File: config.mk
export PLATFORM = sky130hd
export DESIGN_NAME = ext_bus_interface_config
export DESIGN_NICKNAME = d
export VERILOG_FILES = /design/src/logic/ext_bus_pkg.sv /design/src/logic/ext_bus_interface_config.sv /design/src/logic/pin_sync.sv
export VERILOG_INCLUDE_DIRS = /design/src /design/src/logic
export SDC_FILE = /design/constraint.sdc
export NUM_CORES = 1
export LEC_CHECK = 0
export ABC_AREA = 1
export BUFFER_PORTS_ARGS = -buffer_cell sky130_fd_sc_hd__buf_2
export CELL_PAD_IN_SITES_DETAIL_PLACEMENT = 2
export CELL_PAD_IN_SITES_GLOBAL_PLACEMENT = 2
export CORE_MARGIN = 1
export CORE_UTILIZATION = 38
export CTS_BUF_LIST = sky130_fd_sc_hd__clkbuf_4 sky130_fd_sc_hd__clkbuf_8 sky130_fd_sc_hd__clkbuf_16
export DETAILED_ROUTE_END_ITERATION = 10
export PLACE_DENSITY = 0.84
export SYNTH_ARGS = -nofsm -noshare
export SYNTH_HDL_FRONTEND = slang
export SYNTH_SLANG_ARGS = --single-unit
File: constraint.sdc
create_clock -name clock -period 5.2 [get_ports clock]
set_clock_uncertainty 0.05 [all_clocks]
set_input_delay 0.52 -clock clock [delete_from_list [all_inputs] [get_ports clock]]
set_output_delay 0.52 -clock clock [all_outputs]
set_load 0.1 [all_outputs]
File: src/logic/ext_bus_map.svh
// register offsets, field positions, reset values and timing counts of the external bus block
`ifndef EXT_BUS_MAP_SVH
`define EXT_BUS_MAP_SVH

`define OFF_CONFIG 8'h00
`define OFF_LOW_LATCH 8'h04
`define OFF_HIGH_LATCH 8'h08
`define OFF_THIRD_LATCH 8'h0C
`define OFF_STATUS 8'h10
`define OFF_LOW_PINS 8'h14
`define OFF_HIGH_PINS 8'h18
`define OFF_THIRD_PINS 8'h1C

`define BIT_RESERVED 7
`define BIT_WAIT1_N 6
`define BIT_WAIT0_N 5
`define BIT_LATCH_EXT_N 4
`define BIT_SEL_HI 3
`define BIT_SEL_LO 2
`define BIT_PAGE_N 1
`define BIT_SRC 0

`define BIT_READ_PIN 7
`define BIT_WRITE_PIN 6

`define RESET_LATCH 8'hFF
`define RESET_CONFIG 8'hFF
`define RESET_DATA 8'h00

`define LATCH_SHORT_CYCLES 2'h1
`define LATCH_LONG_CYCLES 2'h3
`define CONFIG_SETTLE 2'h3

`endif

File: src/logic/ext_bus_pkg.sv
// types shared by the external bus block
`default_nettype none
package ext_bus_pkg;
    typedef enum logic [1:0] {KIND_FETCH, KIND_READ, KIND_WRITE} access_kind_t;
    typedef enum {ST_IDLE, ST_LATCH, ST_STROBE, ST_DONE} bus_state_t;
    typedef struct packed {
        access_kind_t kind;
        logic [16:0] addr;
        logic [7:0] wdata;
    } bus_req_t;
    typedef struct packed {
        logic [7:0] value;
        logic [7:0] oe_n;
    } port_drive_t;
    typedef struct packed {
        port_drive_t low;
        port_drive_t high;
        port_drive_t third;
        logic program_store_strobe_n_n;
        logic ale;
    } pins_t;
endpackage
`default_nettype wire

File: src/logic/ext_bus_interface_config.sv
// external bus sequencer steered by the configuration byte, with the three bus ports
//
// How it works
// - page-select bit clear: high port muxes upper address/data, low port holds lower address.
// - page-select bit set: high port holds upper address, low port muxes lower address/data.
// - program-store strobe fires only for the range the two select bits choose.
// - select code 0 makes the shared pin address bit 16, codes 1 and 2 the read strobe; code 3 leaves it plain I/O.
// - low port is open drain; a latch bit holding one floats the pin.
// - high port is pulled-up I/O carrying upper address bits through accesses with the page-select bit set, and in the latch phase only with it clear.
// - third port is pulled-up I/O; bit 7 carries read strobe or address bit 16, except under select code 3.
`include "ext_bus_map.svh"
`default_nettype none
module ext_bus_interface_config
    import ext_bus_pkg::*;
(
    // clock and reset
    input wire logic clock,
    input wire logic resetn,
    // register port
    input wire logic [7:0] reg_addr,
    input wire logic [7:0] reg_wdata,
    input wire logic reg_write,
    input wire logic reg_read,
    output logic [7:0] reg_rdata,
    // non-volatile configuration byte
    input wire logic [7:0] config_byte_in,
    // access requests from the core
    input wire logic acc_req,
    input wire bus_req_t acc_cmd,
    output logic acc_ready,
    output logic acc_done,
    output logic [7:0] acc_rdata,
    // bus ports
    input wire logic [7:0] low_bus_port_in,
    output port_drive_t low_bus_port,
    input wire logic [7:0] high_bus_port_in,
    output port_drive_t high_bus_port,
    input wire logic [7:0] third_general_port_in,
    output port_drive_t third_general_port,
    output logic program_store_strobe_n,
    output logic addr_latch_enable
);
    logic [31:0] pins_sync;
    logic [7:0] low_sync;
    logic [7:0] high_sync;
    logic [7:0] third_sync;
    logic [7:0] config_sync;

    logic [7:0] ext_bus_config_byte;
    logic [7:0] next_config;
    logic loaded;
    logic next_loaded;
    logic [1:0] settle;
    logic [1:0] next_settle;
    logic [7:0] low_latch;
    logic [7:0] next_low_latch;
    logic [7:0] high_latch;
    logic [7:0] next_high_latch;
    logic [7:0] third_latch;
    logic [7:0] next_third_latch;
    logic [7:0] next_reg_rdata;

    bus_state_t state;
    bus_state_t next_state;
    bus_req_t req;
    bus_req_t next_req;
    logic [1:0] cnt;
    logic [1:0] next_cnt;
    logic next_done;
    logic [7:0] next_acc_rdata;
    pins_t pins;
    pins_t next_pins;

    pin_sync #(.WIDTH(32)) u_sync (
        .clock(clock),
        .resetn(resetn),
        .async_in({config_byte_in, third_general_port_in, high_bus_port_in, low_bus_port_in}),
        .sync_out(pins_sync)
    );

    assign low_sync = pins_sync[7:0];
    assign high_sync = pins_sync[15:8];
    assign third_sync = pins_sync[23:16];
    assign config_sync = pins_sync[31:24];

    function automatic logic [1:0] wait_count(input logic [7:0] cfg);
        return ~{cfg[`BIT_WAIT1_N], cfg[`BIT_WAIT0_N]};
    endfunction

    function automatic logic program_store_strobe_n_covers(input logic [7:0] cfg, input bus_req_t rq);
        logic r;
        r = 1'b0;
        case ({cfg[`BIT_SEL_HI], cfg[`BIT_SEL_LO]})
            2'h0: r = (rq.kind != KIND_WRITE);
            2'h1: r = (rq.kind == KIND_FETCH);
            2'h2: r = (rq.kind == KIND_FETCH) || (rq.kind == KIND_READ && rq.addr[16]);
            default: r = (rq.kind != KIND_WRITE);
        endcase
        return r;
    endfunction

    function automatic logic pin_is_a16(input logic [7:0] cfg);
        return {cfg[`BIT_SEL_HI], cfg[`BIT_SEL_LO]} == 2'h0;
    endfunction

    function automatic logic pin_is_strobe(input logic [7:0] cfg);
        return ({cfg[`BIT_SEL_HI], cfg[`BIT_SEL_LO]} == 2'h1) || ({cfg[`BIT_SEL_HI], cfg[`BIT_SEL_LO]} == 2'h2);
    endfunction

    // pin levels for a given bus state; computed from next values so pins line up with the state register
    function automatic pins_t drive_pins(input bus_state_t st, input bus_req_t rq, input logic [7:0] cfg,
                                         input logic [7:0] lat_lo, input logic [7:0] lat_hi,
                                         input logic [7:0] lat_th);
        pins_t p;
        logic busy;
        logic wr_act;
        logic rd_act;
        busy = (st == ST_LATCH) || (st == ST_STROBE);
        wr_act = (st == ST_STROBE) && (rq.kind == KIND_WRITE);
        rd_act = (st == ST_STROBE) && (rq.kind != KIND_WRITE);
        // idle: a one floats the pin, a zero pulls it low
        p.low.value = 8'h00;
        p.low.oe_n = lat_lo;
        p.high.value = 8'h00;
        p.high.oe_n = lat_hi;
        p.third.value = 8'h00;
        p.third.oe_n = lat_th;
        p.program_store_strobe_n_n = 1'b1;
        p.ale = 1'b0;
        if (busy) begin
            p.ale = (st == ST_LATCH);
            if (!cfg[`BIT_PAGE_N]) begin
                p.low.value = rq.addr[7:0];
                p.low.oe_n = 8'h00;
                p.high.value = wr_act ? rq.wdata : rq.addr[15:8];
                p.high.oe_n = rd_act ? 8'hFF : 8'h00;
            end else begin
                p.high.value = rq.addr[15:8];
                p.high.oe_n = 8'h00;
                p.low.value = wr_act ? rq.wdata : rq.addr[7:0];
                p.low.oe_n = rd_act ? 8'hFF : 8'h00;
            end
            p.program_store_strobe_n_n = ~(rd_act && program_store_strobe_n_covers(cfg, rq));
            if (pin_is_a16(cfg)) begin
                p.third.value[`BIT_READ_PIN] = rq.addr[16];
                p.third.oe_n[`BIT_READ_PIN] = 1'b0;
            end else if (pin_is_strobe(cfg)) begin
                p.third.value[`BIT_READ_PIN] = ~(rd_act && !program_store_strobe_n_covers(cfg, rq));
                p.third.oe_n[`BIT_READ_PIN] = 1'b0;
            end
            p.third.value[`BIT_WRITE_PIN] = ~wr_act;
            p.third.oe_n[`BIT_WRITE_PIN] = 1'b0;
        end
        return p;
    endfunction

    // configuration capture and register file
    always_comb begin
        next_config = ext_bus_config_byte;
        next_loaded = loaded;
        next_settle = settle;
        next_low_latch = low_latch;
        next_high_latch = high_latch;
        next_third_latch = third_latch;
        next_reg_rdata = 8'h00;
        // the byte is sampled only after the synchroniser has filled, then frozen
        if (!loaded) begin
            if (settle == `CONFIG_SETTLE) begin
                next_config = config_sync;
                next_loaded = 1'b1;
            end else begin
                next_settle = settle + 2'h1;
            end
        end
        if (reg_write) begin
            case (reg_addr)
                `OFF_LOW_LATCH: next_low_latch = reg_wdata;
                `OFF_HIGH_LATCH: next_high_latch = reg_wdata;
                `OFF_THIRD_LATCH: next_third_latch = reg_wdata;
                default: next_low_latch = low_latch;
            endcase
        end
        if (reg_read) begin
            case (reg_addr)
                `OFF_CONFIG: next_reg_rdata = ext_bus_config_byte;
                `OFF_LOW_LATCH: next_reg_rdata = low_latch;
                `OFF_HIGH_LATCH: next_reg_rdata = high_latch;
                `OFF_THIRD_LATCH: next_reg_rdata = third_latch;
                `OFF_STATUS: next_reg_rdata = {3'h0, wait_count(ext_bus_config_byte),
                                               ext_bus_config_byte[`BIT_RESERVED], loaded, (state != ST_IDLE)};
                `OFF_LOW_PINS: next_reg_rdata = low_sync;
                `OFF_HIGH_PINS: next_reg_rdata = high_sync;
                `OFF_THIRD_PINS: next_reg_rdata = third_sync;
                default: next_reg_rdata = 8'h00;
            endcase
        end
    end

    always_ff @(posedge clock or negedge resetn) begin
        if (!resetn) begin
            ext_bus_config_byte <= `RESET_CONFIG;
            loaded <= 1'b0;
            settle <= 2'h0;
            low_latch <= `RESET_LATCH;
            high_latch <= `RESET_LATCH;
            third_latch <= `RESET_LATCH;
            reg_rdata <= `RESET_DATA;
        end else begin
            ext_bus_config_byte <= next_config;
            loaded <= next_loaded;
            settle <= next_settle;
            low_latch <= next_low_latch;
            high_latch <= next_high_latch;
            third_latch <= next_third_latch;
            reg_rdata <= next_reg_rdata;
        end
    end

    // bus sequencer
    assign acc_ready = loaded && (state == ST_IDLE);

    always_comb begin
        next_state = state;
        next_req = req;
        next_cnt = cnt;
        next_done = 1'b0;
        next_acc_rdata = acc_rdata;
        case (state)
            ST_IDLE: begin
                if (acc_req && acc_ready) begin
                    next_req = acc_cmd;
                    next_state = ST_LATCH;
                    next_cnt = ext_bus_config_byte[`BIT_LATCH_EXT_N] ? `LATCH_SHORT_CYCLES - 2'h1
                                                                      : `LATCH_LONG_CYCLES - 2'h1;
                end
            end
            ST_LATCH: begin
                if (cnt == 2'h0) begin
                    next_state = ST_STROBE;
                    next_cnt = wait_count(ext_bus_config_byte);
                end else begin
                    next_cnt = cnt - 2'h1;
                end
            end
            ST_STROBE: begin
                if (cnt == 2'h0) begin
                    next_state = ST_DONE;
                    next_done = 1'b1;
                    if (req.kind != KIND_WRITE) begin
                        next_acc_rdata = ext_bus_config_byte[`BIT_PAGE_N] ? low_sync : high_sync;
                    end
                end else begin
                    next_cnt = cnt - 2'h1;
                end
            end
            ST_DONE: begin
                next_state = ST_IDLE;
            end
            default: begin
                next_state = ST_IDLE;
            end
        endcase
        next_pins = drive_pins(next_state, next_req, next_config, next_low_latch, next_high_latch,
                               next_third_latch);
    end

    always_ff @(posedge clock or negedge resetn) begin
        if (!resetn) begin
            state <= ST_IDLE;
            req <= '0;
            cnt <= 2'h0;
            acc_done <= 1'b0;
            acc_rdata <= `RESET_DATA;
            pins <= '{low: '{value: 8'h00, oe_n: 8'hFF}, high: '{value: 8'h00, oe_n: 8'hFF},
                      third: '{value: 8'h00, oe_n: 8'hFF}, program_store_strobe_n_n: 1'b1, ale: 1'b0};
        end else begin
            state <= next_state;
            req <= next_req;
            cnt <= next_cnt;
            acc_done <= next_done;
            acc_rdata <= next_acc_rdata;
            pins <= next_pins;
        end
    end

    assign low_bus_port = pins.low;
    assign high_bus_port = pins.high;
    assign third_general_port = pins.third;
    assign program_store_strobe_n = pins.program_store_strobe_n_n;
    assign addr_latch_enable = pins.ale;

    // helper: length of the strobe phase just finished
    logic [2:0] strobe_len;
    always_ff @(posedge clock or negedge resetn) begin
        if (!resetn) begin
            strobe_len <= 3'h0;
        end else if (state == ST_STROBE) begin
            strobe_len <= strobe_len + 3'h1;
        end else if (state == ST_IDLE) begin
            strobe_len <= 3'h0;
        end
    end
endmodule
`default_nettype wire

File: src/logic/pin_sync.sv
// two-stage synchroniser for pin inputs
`default_nettype none
module pin_sync #(
    parameter int WIDTH = 8
) (
    // clock and reset
    input wire logic clock,
    input wire logic resetn,
    // pins
    input wire logic [WIDTH-1:0] async_in,
    output logic [WIDTH-1:0] sync_out
);
    logic [WIDTH-1:0] stage1;

    always_ff @(posedge clock or negedge resetn) begin
        if (!resetn) begin
            stage1 <= '0;
            sync_out <= '0;
        end else begin
            stage1 <= async_in;
            sync_out <= stage1;
        end
    end
endmodule
`default_nettype wire

-- Yosys cells after proc, flatten, opt, wreduce, memory -nomap -nowiden
Cells that the tools add are included.
- register bits after elaboration: 221
- input port bits: 80
- output and inout bits: 68
- logic and storage cells: 118
- add/sub/neg operators: 2
- equal/unequal tests: 20
- muxes and demuxes: 42
- bitwise gates (word level): 6
- reduce and logical (&&, ||, !) cells: 23
- operator list (cell ; number):
    $mux 32 ; 4
    $pmux 32 s3 ; 1
    $mux 8 ; 11
    $eq 32x2->1 const B ; 2
    $logic_not 32->1 ; 2
    $pmux 8 s8 ; 1
    $mux 27 ; 2
    $mux 34 ; 1
    $eq 32x1->1 const B ; 1
    $eq 32x3->1 const B ; 1
    $eq 8x5->1 const B ; 4
    $reduce_bool 32->1 ; 1
    $eq 8x4->1 const B ; 2
    $mux 1 ; 12
    $mux 2 ; 6
    $eq 8x3->1 const B ; 1
    $logic_not 8->1 ; 1
    $mux 4 ; 2
    $ne 2x2->1 const B ; 4
    $logic_and 1x1->1 ; 7
    $eq 2x2->1 const B ; 3
    $logic_not 2->1 ; 3
    $pmux 2 s3 ; 1
    $reduce_and 3->1 ; 2
    other kinds (10) ; 18

-- Logic depth before layout (Yosys ltp)
Gate-level depths: netlist (run 1).
- depth after elaboration: 18
- mapped depth: 15
- gate-level depth less buffers: 15

-- Cells and area by module
Synthesis (run 1) repeated with hierarchy kept, for this count alone.
- cells, all modules: 767
- area total of the unflattened synthesis: 8271.7 um^2
- by module, submodules not included (module ; times used ; cells each ; area an instance (um^2) ; sequential area each (um^2)):
    ext_bus_interface_config ; 1 ; 703 ; 6670.1 ; 3842.4
    pin_sync ; 1 ; 64 ; 1601.5 ; 1601.5

-- Least setup slack after synthesis (run 1)
OpenSTA, ideal clock, no wires.
- path type: reg-to-output
- start point: reg state[2]
- end point: out acc_ready
- arrival: 1.533 ns
- path slack: 3.097 ns
- cell stages (with the launch flop): 8
- buffers on the path: 0
- cells stage by stage: dfrtp_1 nor2_2 nand2_1 nor2_1 nand2_2 nor2_8 nand2_1 inv_1
- cells in the longest elaborated chain, start to end: 2
- RTL lines (element ; RTL line ; RTL):
    start: declaration ; ext_bus_interface_config.sv:63 ; bus_state_t state;
    start signal: assignment ; ext_bus_interface_config.sv:277 ; state <= next_state;
    $logic_not 32->1 ; -- ;
    $logic_and 1x1->1 ; ext_bus_interface_config.sv:220 ; assign acc_ready = loaded && (state == ST_IDLE);
    end: declaration ; ext_bus_interface_config.sv:30 ; output logic acc_ready,
No other way between the ends.

==> flow_metrics.tcl, run 1 <==
set metrics [dict create \
    start_util_pct 39.2 \
    worstMarginPinSlew_ns 1.04 \
    die_w_um 150 \
    dpl_cell_area_um2 9320 \
    ys_seq_area_share_pct 65.5 \
    setup_viol 0 \
    first_global_vias 7038 \
    timing.rr.start "state[29]" \
    crit_top_cell "nand2_1" \
    ir_drop_mv 0.305 \
    crit_path_max_incr_delay_ns 0.62 \
    status "finished, final reports clean" \
    required_ns 5.59 \
    grt_max_degree 127 \
    netlist.top_cell.by_area "dfrtp_1" \
    dpl.hpwl_um 17400 \
    gp_congestion 0.824 \
    core_um2 21200 \
    slew_viol_final 0 \
    ioPinCount 148 \
    drtPass1Iterations 4 \
    r2r_end "low_bus_port[9]" \
    p_per_area_nw_per_um2 370 \
    post-synth-top-area-fraction_pct 49.4 \
    hold_viol 0 \
    post_cts_buffers 0 \
    dieArea_um2 22500 \
    dr_total_vias 6048 \
    fp-row-count 53 \
    fin_crit_sh_pct 55.5 \
    final_nets 1035 \
    final_common_cell "nand2_1" \
    worst-path-max-fanout 32 \
    ant_nets 0 \
    synthTopCellsByArea "dfrtp_1 (49%), dfstp_2 (16%), nand2_1 (8.4%)" \
    grtUsageTotal_pct 23.4 \
    cts_resized 0 \
    portBuffers 141 \
    grt_overflow 0 \
    drt_iter0_markers 230 \
    synth_edf_count 0 \
    final_cell_mix "nand2_1 (185), dfrtp_1 (164), buf_2 (140)" \
    drive_gt1_share_pct 34.2 \
    worstHoldPathType "in2reg" \
    cts_tree "built" \
    grt_pass1_wl_um 39500 \
    criticalPathCategory "reg2reg" \
    finalInstanceArea_um2 10200 \
    leakage_nw 5.35 \
    clkLatencyLatePin_ns 0.51 \
    drt-vias-per-instance 4.86 \
    finalCriticalPeriod_ns 2.88 \
    min_from "third_general_port_in[1]" \
    endpoint_kind "flop" \
    crit_chain "nor2_1 -> nand2_1 -> nor2_2 -> nand2_2 -> nor2_8 -> nand3_4 -> inv_1 -> or2_2 -> o21ai_0 -> nand2_1 -> nand2_1 -> nor2_2" \
    crit_arrival_ns 3.28 \
    hold_buffers 0 \
    numClockSinks 215 \
    clk_pin_slew_ns 0.06 \
    drc 0 \
    final_core_util_pct 47.9 \
    hold_depth 1 \
    clock_path_buffers 3 \
    synth_cell_types 48 \
    hold_end "u_sync.stage1[17]" \
    syn_area_per_cell_um2 10.7 \
    syn_inst 775 \
    relSlewSlack_pct 30.4 \
    yosysWarnings 0 \
    rrSetupSlack_ns 2.32 \
    synth_area_um2 8310 \
    clockRootBuffer "clkbuf_16" \
    cts_max_level 1 \
    rsz0062_at_grt "false" \
    tns_ns 0 \
    ys_seq_elements 215 \
    fp.dieH_um 150 \
    r2r.worst_path.cells 12 \
    slowest_stage "inv_1" \
    wl_per_cell_um 20.2 \
    numCtsBuffers 24 \
    cp-start-kind "flop" \
    hold_ws_ns 0.0657 \
    routed_wl_um 25200 \
    max_cap_violations 0 \
    synthFlopType "dfrtp_1" \
    async_flop_share_pct 100 \
    timing.fmax_ghz 0.347 \
    area_growth_pct 22.2 \
    antenna_found_initial 1 \
]
[how the worst max path moves through the flow]
| stage | from | cells after the start | slack, ns | to |
|---|---|---|---|---|
| after floorplan | state[2] | 7 | 3.10 | acc_ready |
| after global placement | state[1] | 12 | 2.48 | low_bus_port[10] |
| after detailed placement | state[24] | 12 | 2.41 | low_bus_port[10] |
| after CTS | state[29] | 12 | 2.25 | low_bus_port[9] |
| after global routing | state[29] | 12 | 2.09 | low_bus_port[10] |
| final | state[29] | 12 | 2.32 | low_bus_port[9] |
[cell usage after synthesis, types with 3 or more instances]
cell and count:
o21ai_0 39, buf_6 3, ha_1 5, a41oi_1 4
buf_2 8, a31oi_1 11, nand3_1 26, nand2_1 185
o21ai_2 5, inv_2 8, nor2_8 4, nand4_1 5
inv_1 81, or2_2 25, o2111ai_1 3, clkbuf_1 4
o21ai_1 12, nor2_2 18, nor3_4 3, dfstp_2 51
nor2_1 46, a221oi_1 4, dfrtp_1 164, buf_4 13
nand2_2 11, mux2_2 5
[power by group]
part	internal [W]	total [W]	switching (W)
sequential	0.00175	0.00178	0.0000320
clock	0.00108	0.00174	0.000666
combinational	0.0000474	0.000233	0.000186
total	0.00287	0.00375	0.000883
[routing by layer]
layer  vias up  track usage [%]  wire [µm]
met5         -                0          0
met4         0             8.54        728
met3        46             3.45       1030
met2       163             43.1      13400
met1      3102             27.4       9980
li1       2737                -          -
[metrics by stage]
| step | worst slack [ns] | power [W] | cells |
|---|---|---|---|
| after floorplan | 3.10 | 0.00193 | 810 |
| after global routing | 2.09 | 0.00388 | 1244 |
| after detailed placement | 2.41 | 0.00204 | 1199 |
| final | 2.32 | 0.00375 | 1245 |
| after CTS | 2.25 | 0.00381 | 1243 |
| after global placement | 2.48 | 0.00202 | 1199 |
[area by class of cell]
type	count	area (µm²)
fillers	2246	11100
repair buffers	144	737
well taps	275	344
multi-input cells	473	2450
clock inverters	7	85.1
clock buffers	37	741
diodes	2	5.00
flip-flops and latches	215	5440
inverters	92	350
[kinds of logic after synthesis]
| logic type | count (synthesis) | synth area share [%] |
|---|---|---|
| multiplexers | 5 | 0.678 |
| flip-flops | 215 | 65.5 |
| buffers and inverters | 122 | 6.58 |
| other | 1 | 0.0451 |
| AO/OA/AOI/OAI | 90 | 6.76 |
| adder cells (fa/ha/maj) | 5 | 0.753 |
| XOR/XNOR | 1 | 0.105 |
| AND/OR/NAND/NOR | 336 | 19.5 |
[worst max-delay path: cells and delay by family, from the launching register on]
kind,cells,cell delay [ns]
simple gates,10,1.59
buf+inv,1,0.62
flops,1,0.37
compound gates,1,0.16
[registers in the layout, indices dropped and copies added (netlist names), 8 cells and up]
signal / cells
acc_rdata: 8
ext_bus_config_byte: 8
high_bus_port: 16
high_latch: 8
low_bus_port: 16
low_latch: 8
reg_rdata: 8
req: 27
state: 32
third_general_port: 10
u_sync.stage1: 32
u_sync.sync_out: 32
No activity file was read; power rests on OpenSTA's default activity.
==> run 2, diff against run 1 <==
- CORE_UTILIZATION: 38 -> 35
- PLACE_DENSITY: 0.84 -> 0.78
- clock period: 5.2 -> 2.9 ns (I/O delays scaled with it)
==> flow_metrics.tcl, run 2 (synthesis gave the netlist of run 1 again) <==
set metrics [dict create \
    status "finished, final reports clean" \
    ioPinCount 148 \
    dr_wl_met3_um 977 \
    drt_iter0_markers 191 \
    timing.rr.start "state[6]" \
    dpl.hpwl_um 17100 \
    worstHoldPathType "in2reg" \
    ant_nets 0 \
    top_regs "state (32), u_sync.stage1 (32), u_sync.sync_out (32)" \
    drc 0 \
    gp_congestion 0.807 \
    slew_viol_final 0 \
    core_um2 23400 \
    fp-row-count 56 \
    required_ns 3.29 \
    r2r_end "low_bus_port[10]" \
    clockRootBuffer "clkbuf_16" \
    top_layer_used "met4" \
    seq_power_share_pct 45.7 \
    switching_share_pct 24.5 \
    hold_ws_ns 0.0194 \
    hold_depth 3 \
    dr_total_vias 6181 \
    drtPass1Iterations 4 \
    setup_viol 0 \
    area_growth_pct 29.4 \
    relSlewSlack_pct 54.9 \
    p_comb_share_pct 6.8 \
    numClockSinks 215 \
    grt_max_degree 77 \
    power.switching_w 0.00171 \
    rsz0062_at_grt "false" \
    clk_pin_slew_ns 0.06 \
    criticalPathCategory "reg2reg" \
    hold_viol 0 \
    min_from "acc_cmd[11]" \
    drive_gt1_share_pct 33.3 \
    p_per_area_nw_per_um2 648 \
    pwr-share-clk_pct 47.5 \
    cp-start-kind "flop" \
    cts_max_level 1 \
    final_common_cell "nand2_1" \
    fp.dieH_um 156 \
    worstMarginPinSlew_ns 0.676 \
    hold_end "req[11]" \
    clock_path_buffers 3 \
    post_cts_buffers 0 \
    drt-vias-per-instance 4.62 \
    cts_resized 0 \
    worst-path-max-fanout 18 \
    wl_met2_um 13200 \
    clkLatencyLatePin_ns 0.53 \
    first_global_vias 7104 \
    fin_crit_sh_pct 89.1 \
    grtUsageTotal_pct 21.6 \
    dieArea_um2 24400 \
    antenna_found_initial 0 \
    final_nets 1086 \
    r2r.worst_path.cells 12 \
    wl_per_cell_um 19.0 \
    final_cell_mix "nand2_1 (185), dfrtp_1 (164), buf_2 (140)" \
    max_cap_violations 0 \
    start_util_pct 35.5 \
    p_int_w 0.00525 \
    endpoint_kind "flop" \
    met1Wirelength_um 10500 \
    cts_tree "built" \
    portBuffers 141 \
    rrSetupSlack_ns 0.32 \
    grt_pass1_wl_um 39600 \
    ir_drop_mv 0.720 \
    die_w_um 156 \
    tns_ns 0 \
    finalCriticalPeriod_ns 2.58 \
    timing.fmax_ghz 0.387 \
    n_antenna_cell 0 \
    numCtsBuffers 25 \
    leakage_nw 5.57 \
    grt_overflow 0 \
    routed_wl_um 25400 \
    crit_arrival_ns 2.98 \
]
==> run 2: final cells by class <==
cell class              count  area [µm²]
fillers                  2473       12700
flip-flops and latches    215        5440
multi-input cells         473        2450
repair buffers            194        1240
clock buffers              28         661
well taps                 319         399
inverters                  92         350
clock inverters            17         199
==> run 2: per-layer routing <==
| metal | up-vias | GRT usage, % |
|---|---|---|
| li1 | 2849 | - |
| met1 | 3128 | 26.2 |
| met2 | 158 | 39.2 |
| met3 | 46 | 3.17 |
| met4 | 0 | 7.10 |
| met5 | - | 0 |
==> run 2: power by group through the flow <==
| stage | combinational, W | sequential [W] | clock (W) |
|---|---|---|---|
| floorplan | 0.000162 | 0.00330 | 0 |
| global placement | 0.000414 | 0.00323 | 0 |
| detailed placement | 0.000426 | 0.00324 | 0 |
| CTS | 0.000476 | 0.00318 | 0.00337 |
| global route | 0.000513 | 0.00319 | 0.00349 |
| finish | 0.000474 | 0.00318 | 0.00330 |
==> run 2: per-stage QoR <==
step	cell area (µm²)	setup WS (ns)	utilization (%)	power (W)	cells
after floorplan	8440	0.976	-	0.00347	810
final	10700	0.316	45.9	0.00696	1338
after global placement	9460	0.532	40.4	0.00364	1250
after global routing	10700	0.0473	45.9	0.00720	1338
after detailed placement	9460	0.305	40.4	0.00366	1250
after CTS	10700	0.253	45.9	0.00703	1338
==> run 2: worst max-delay path by stage <==
stage,startpoint,to,slack [ns],cells after the start
3_5_place_dp,state[6],low_bus_port[10],0.31,12
4_1_cts,state[6],low_bus_port[10],0.25,12
2_1_floorplan,settle[0],third_general_port[15],0.98,13
6_report,state[6],low_bus_port[10],0.32,12
5_1_grt,state[6],low_bus_port[10],0.05,12
3_3_place_gp,state[22],high_bus_port[9],0.53,15
==> run 2: critical path, stage by stage, from the launching register on <==
cell,delay [ns]
dfrtp_1,0.37
nor2_1,0.14
nand2_1,0.10
nor2_1,0.14
nand2_2,0.10
nor2_8,0.18
nand3_4,0.21
inv_1,0.47
or2_2,0.20
o21ai_0,0.19
nand2_1,0.14
nand2_1,0.09
nor2_2,0.11
==> run 2: timing repair <==
action,4_1_cts,5_1_grt
hold buffers,43,0
endpoints found under the setup margin,0,0
hold endpoints to repair,103,0
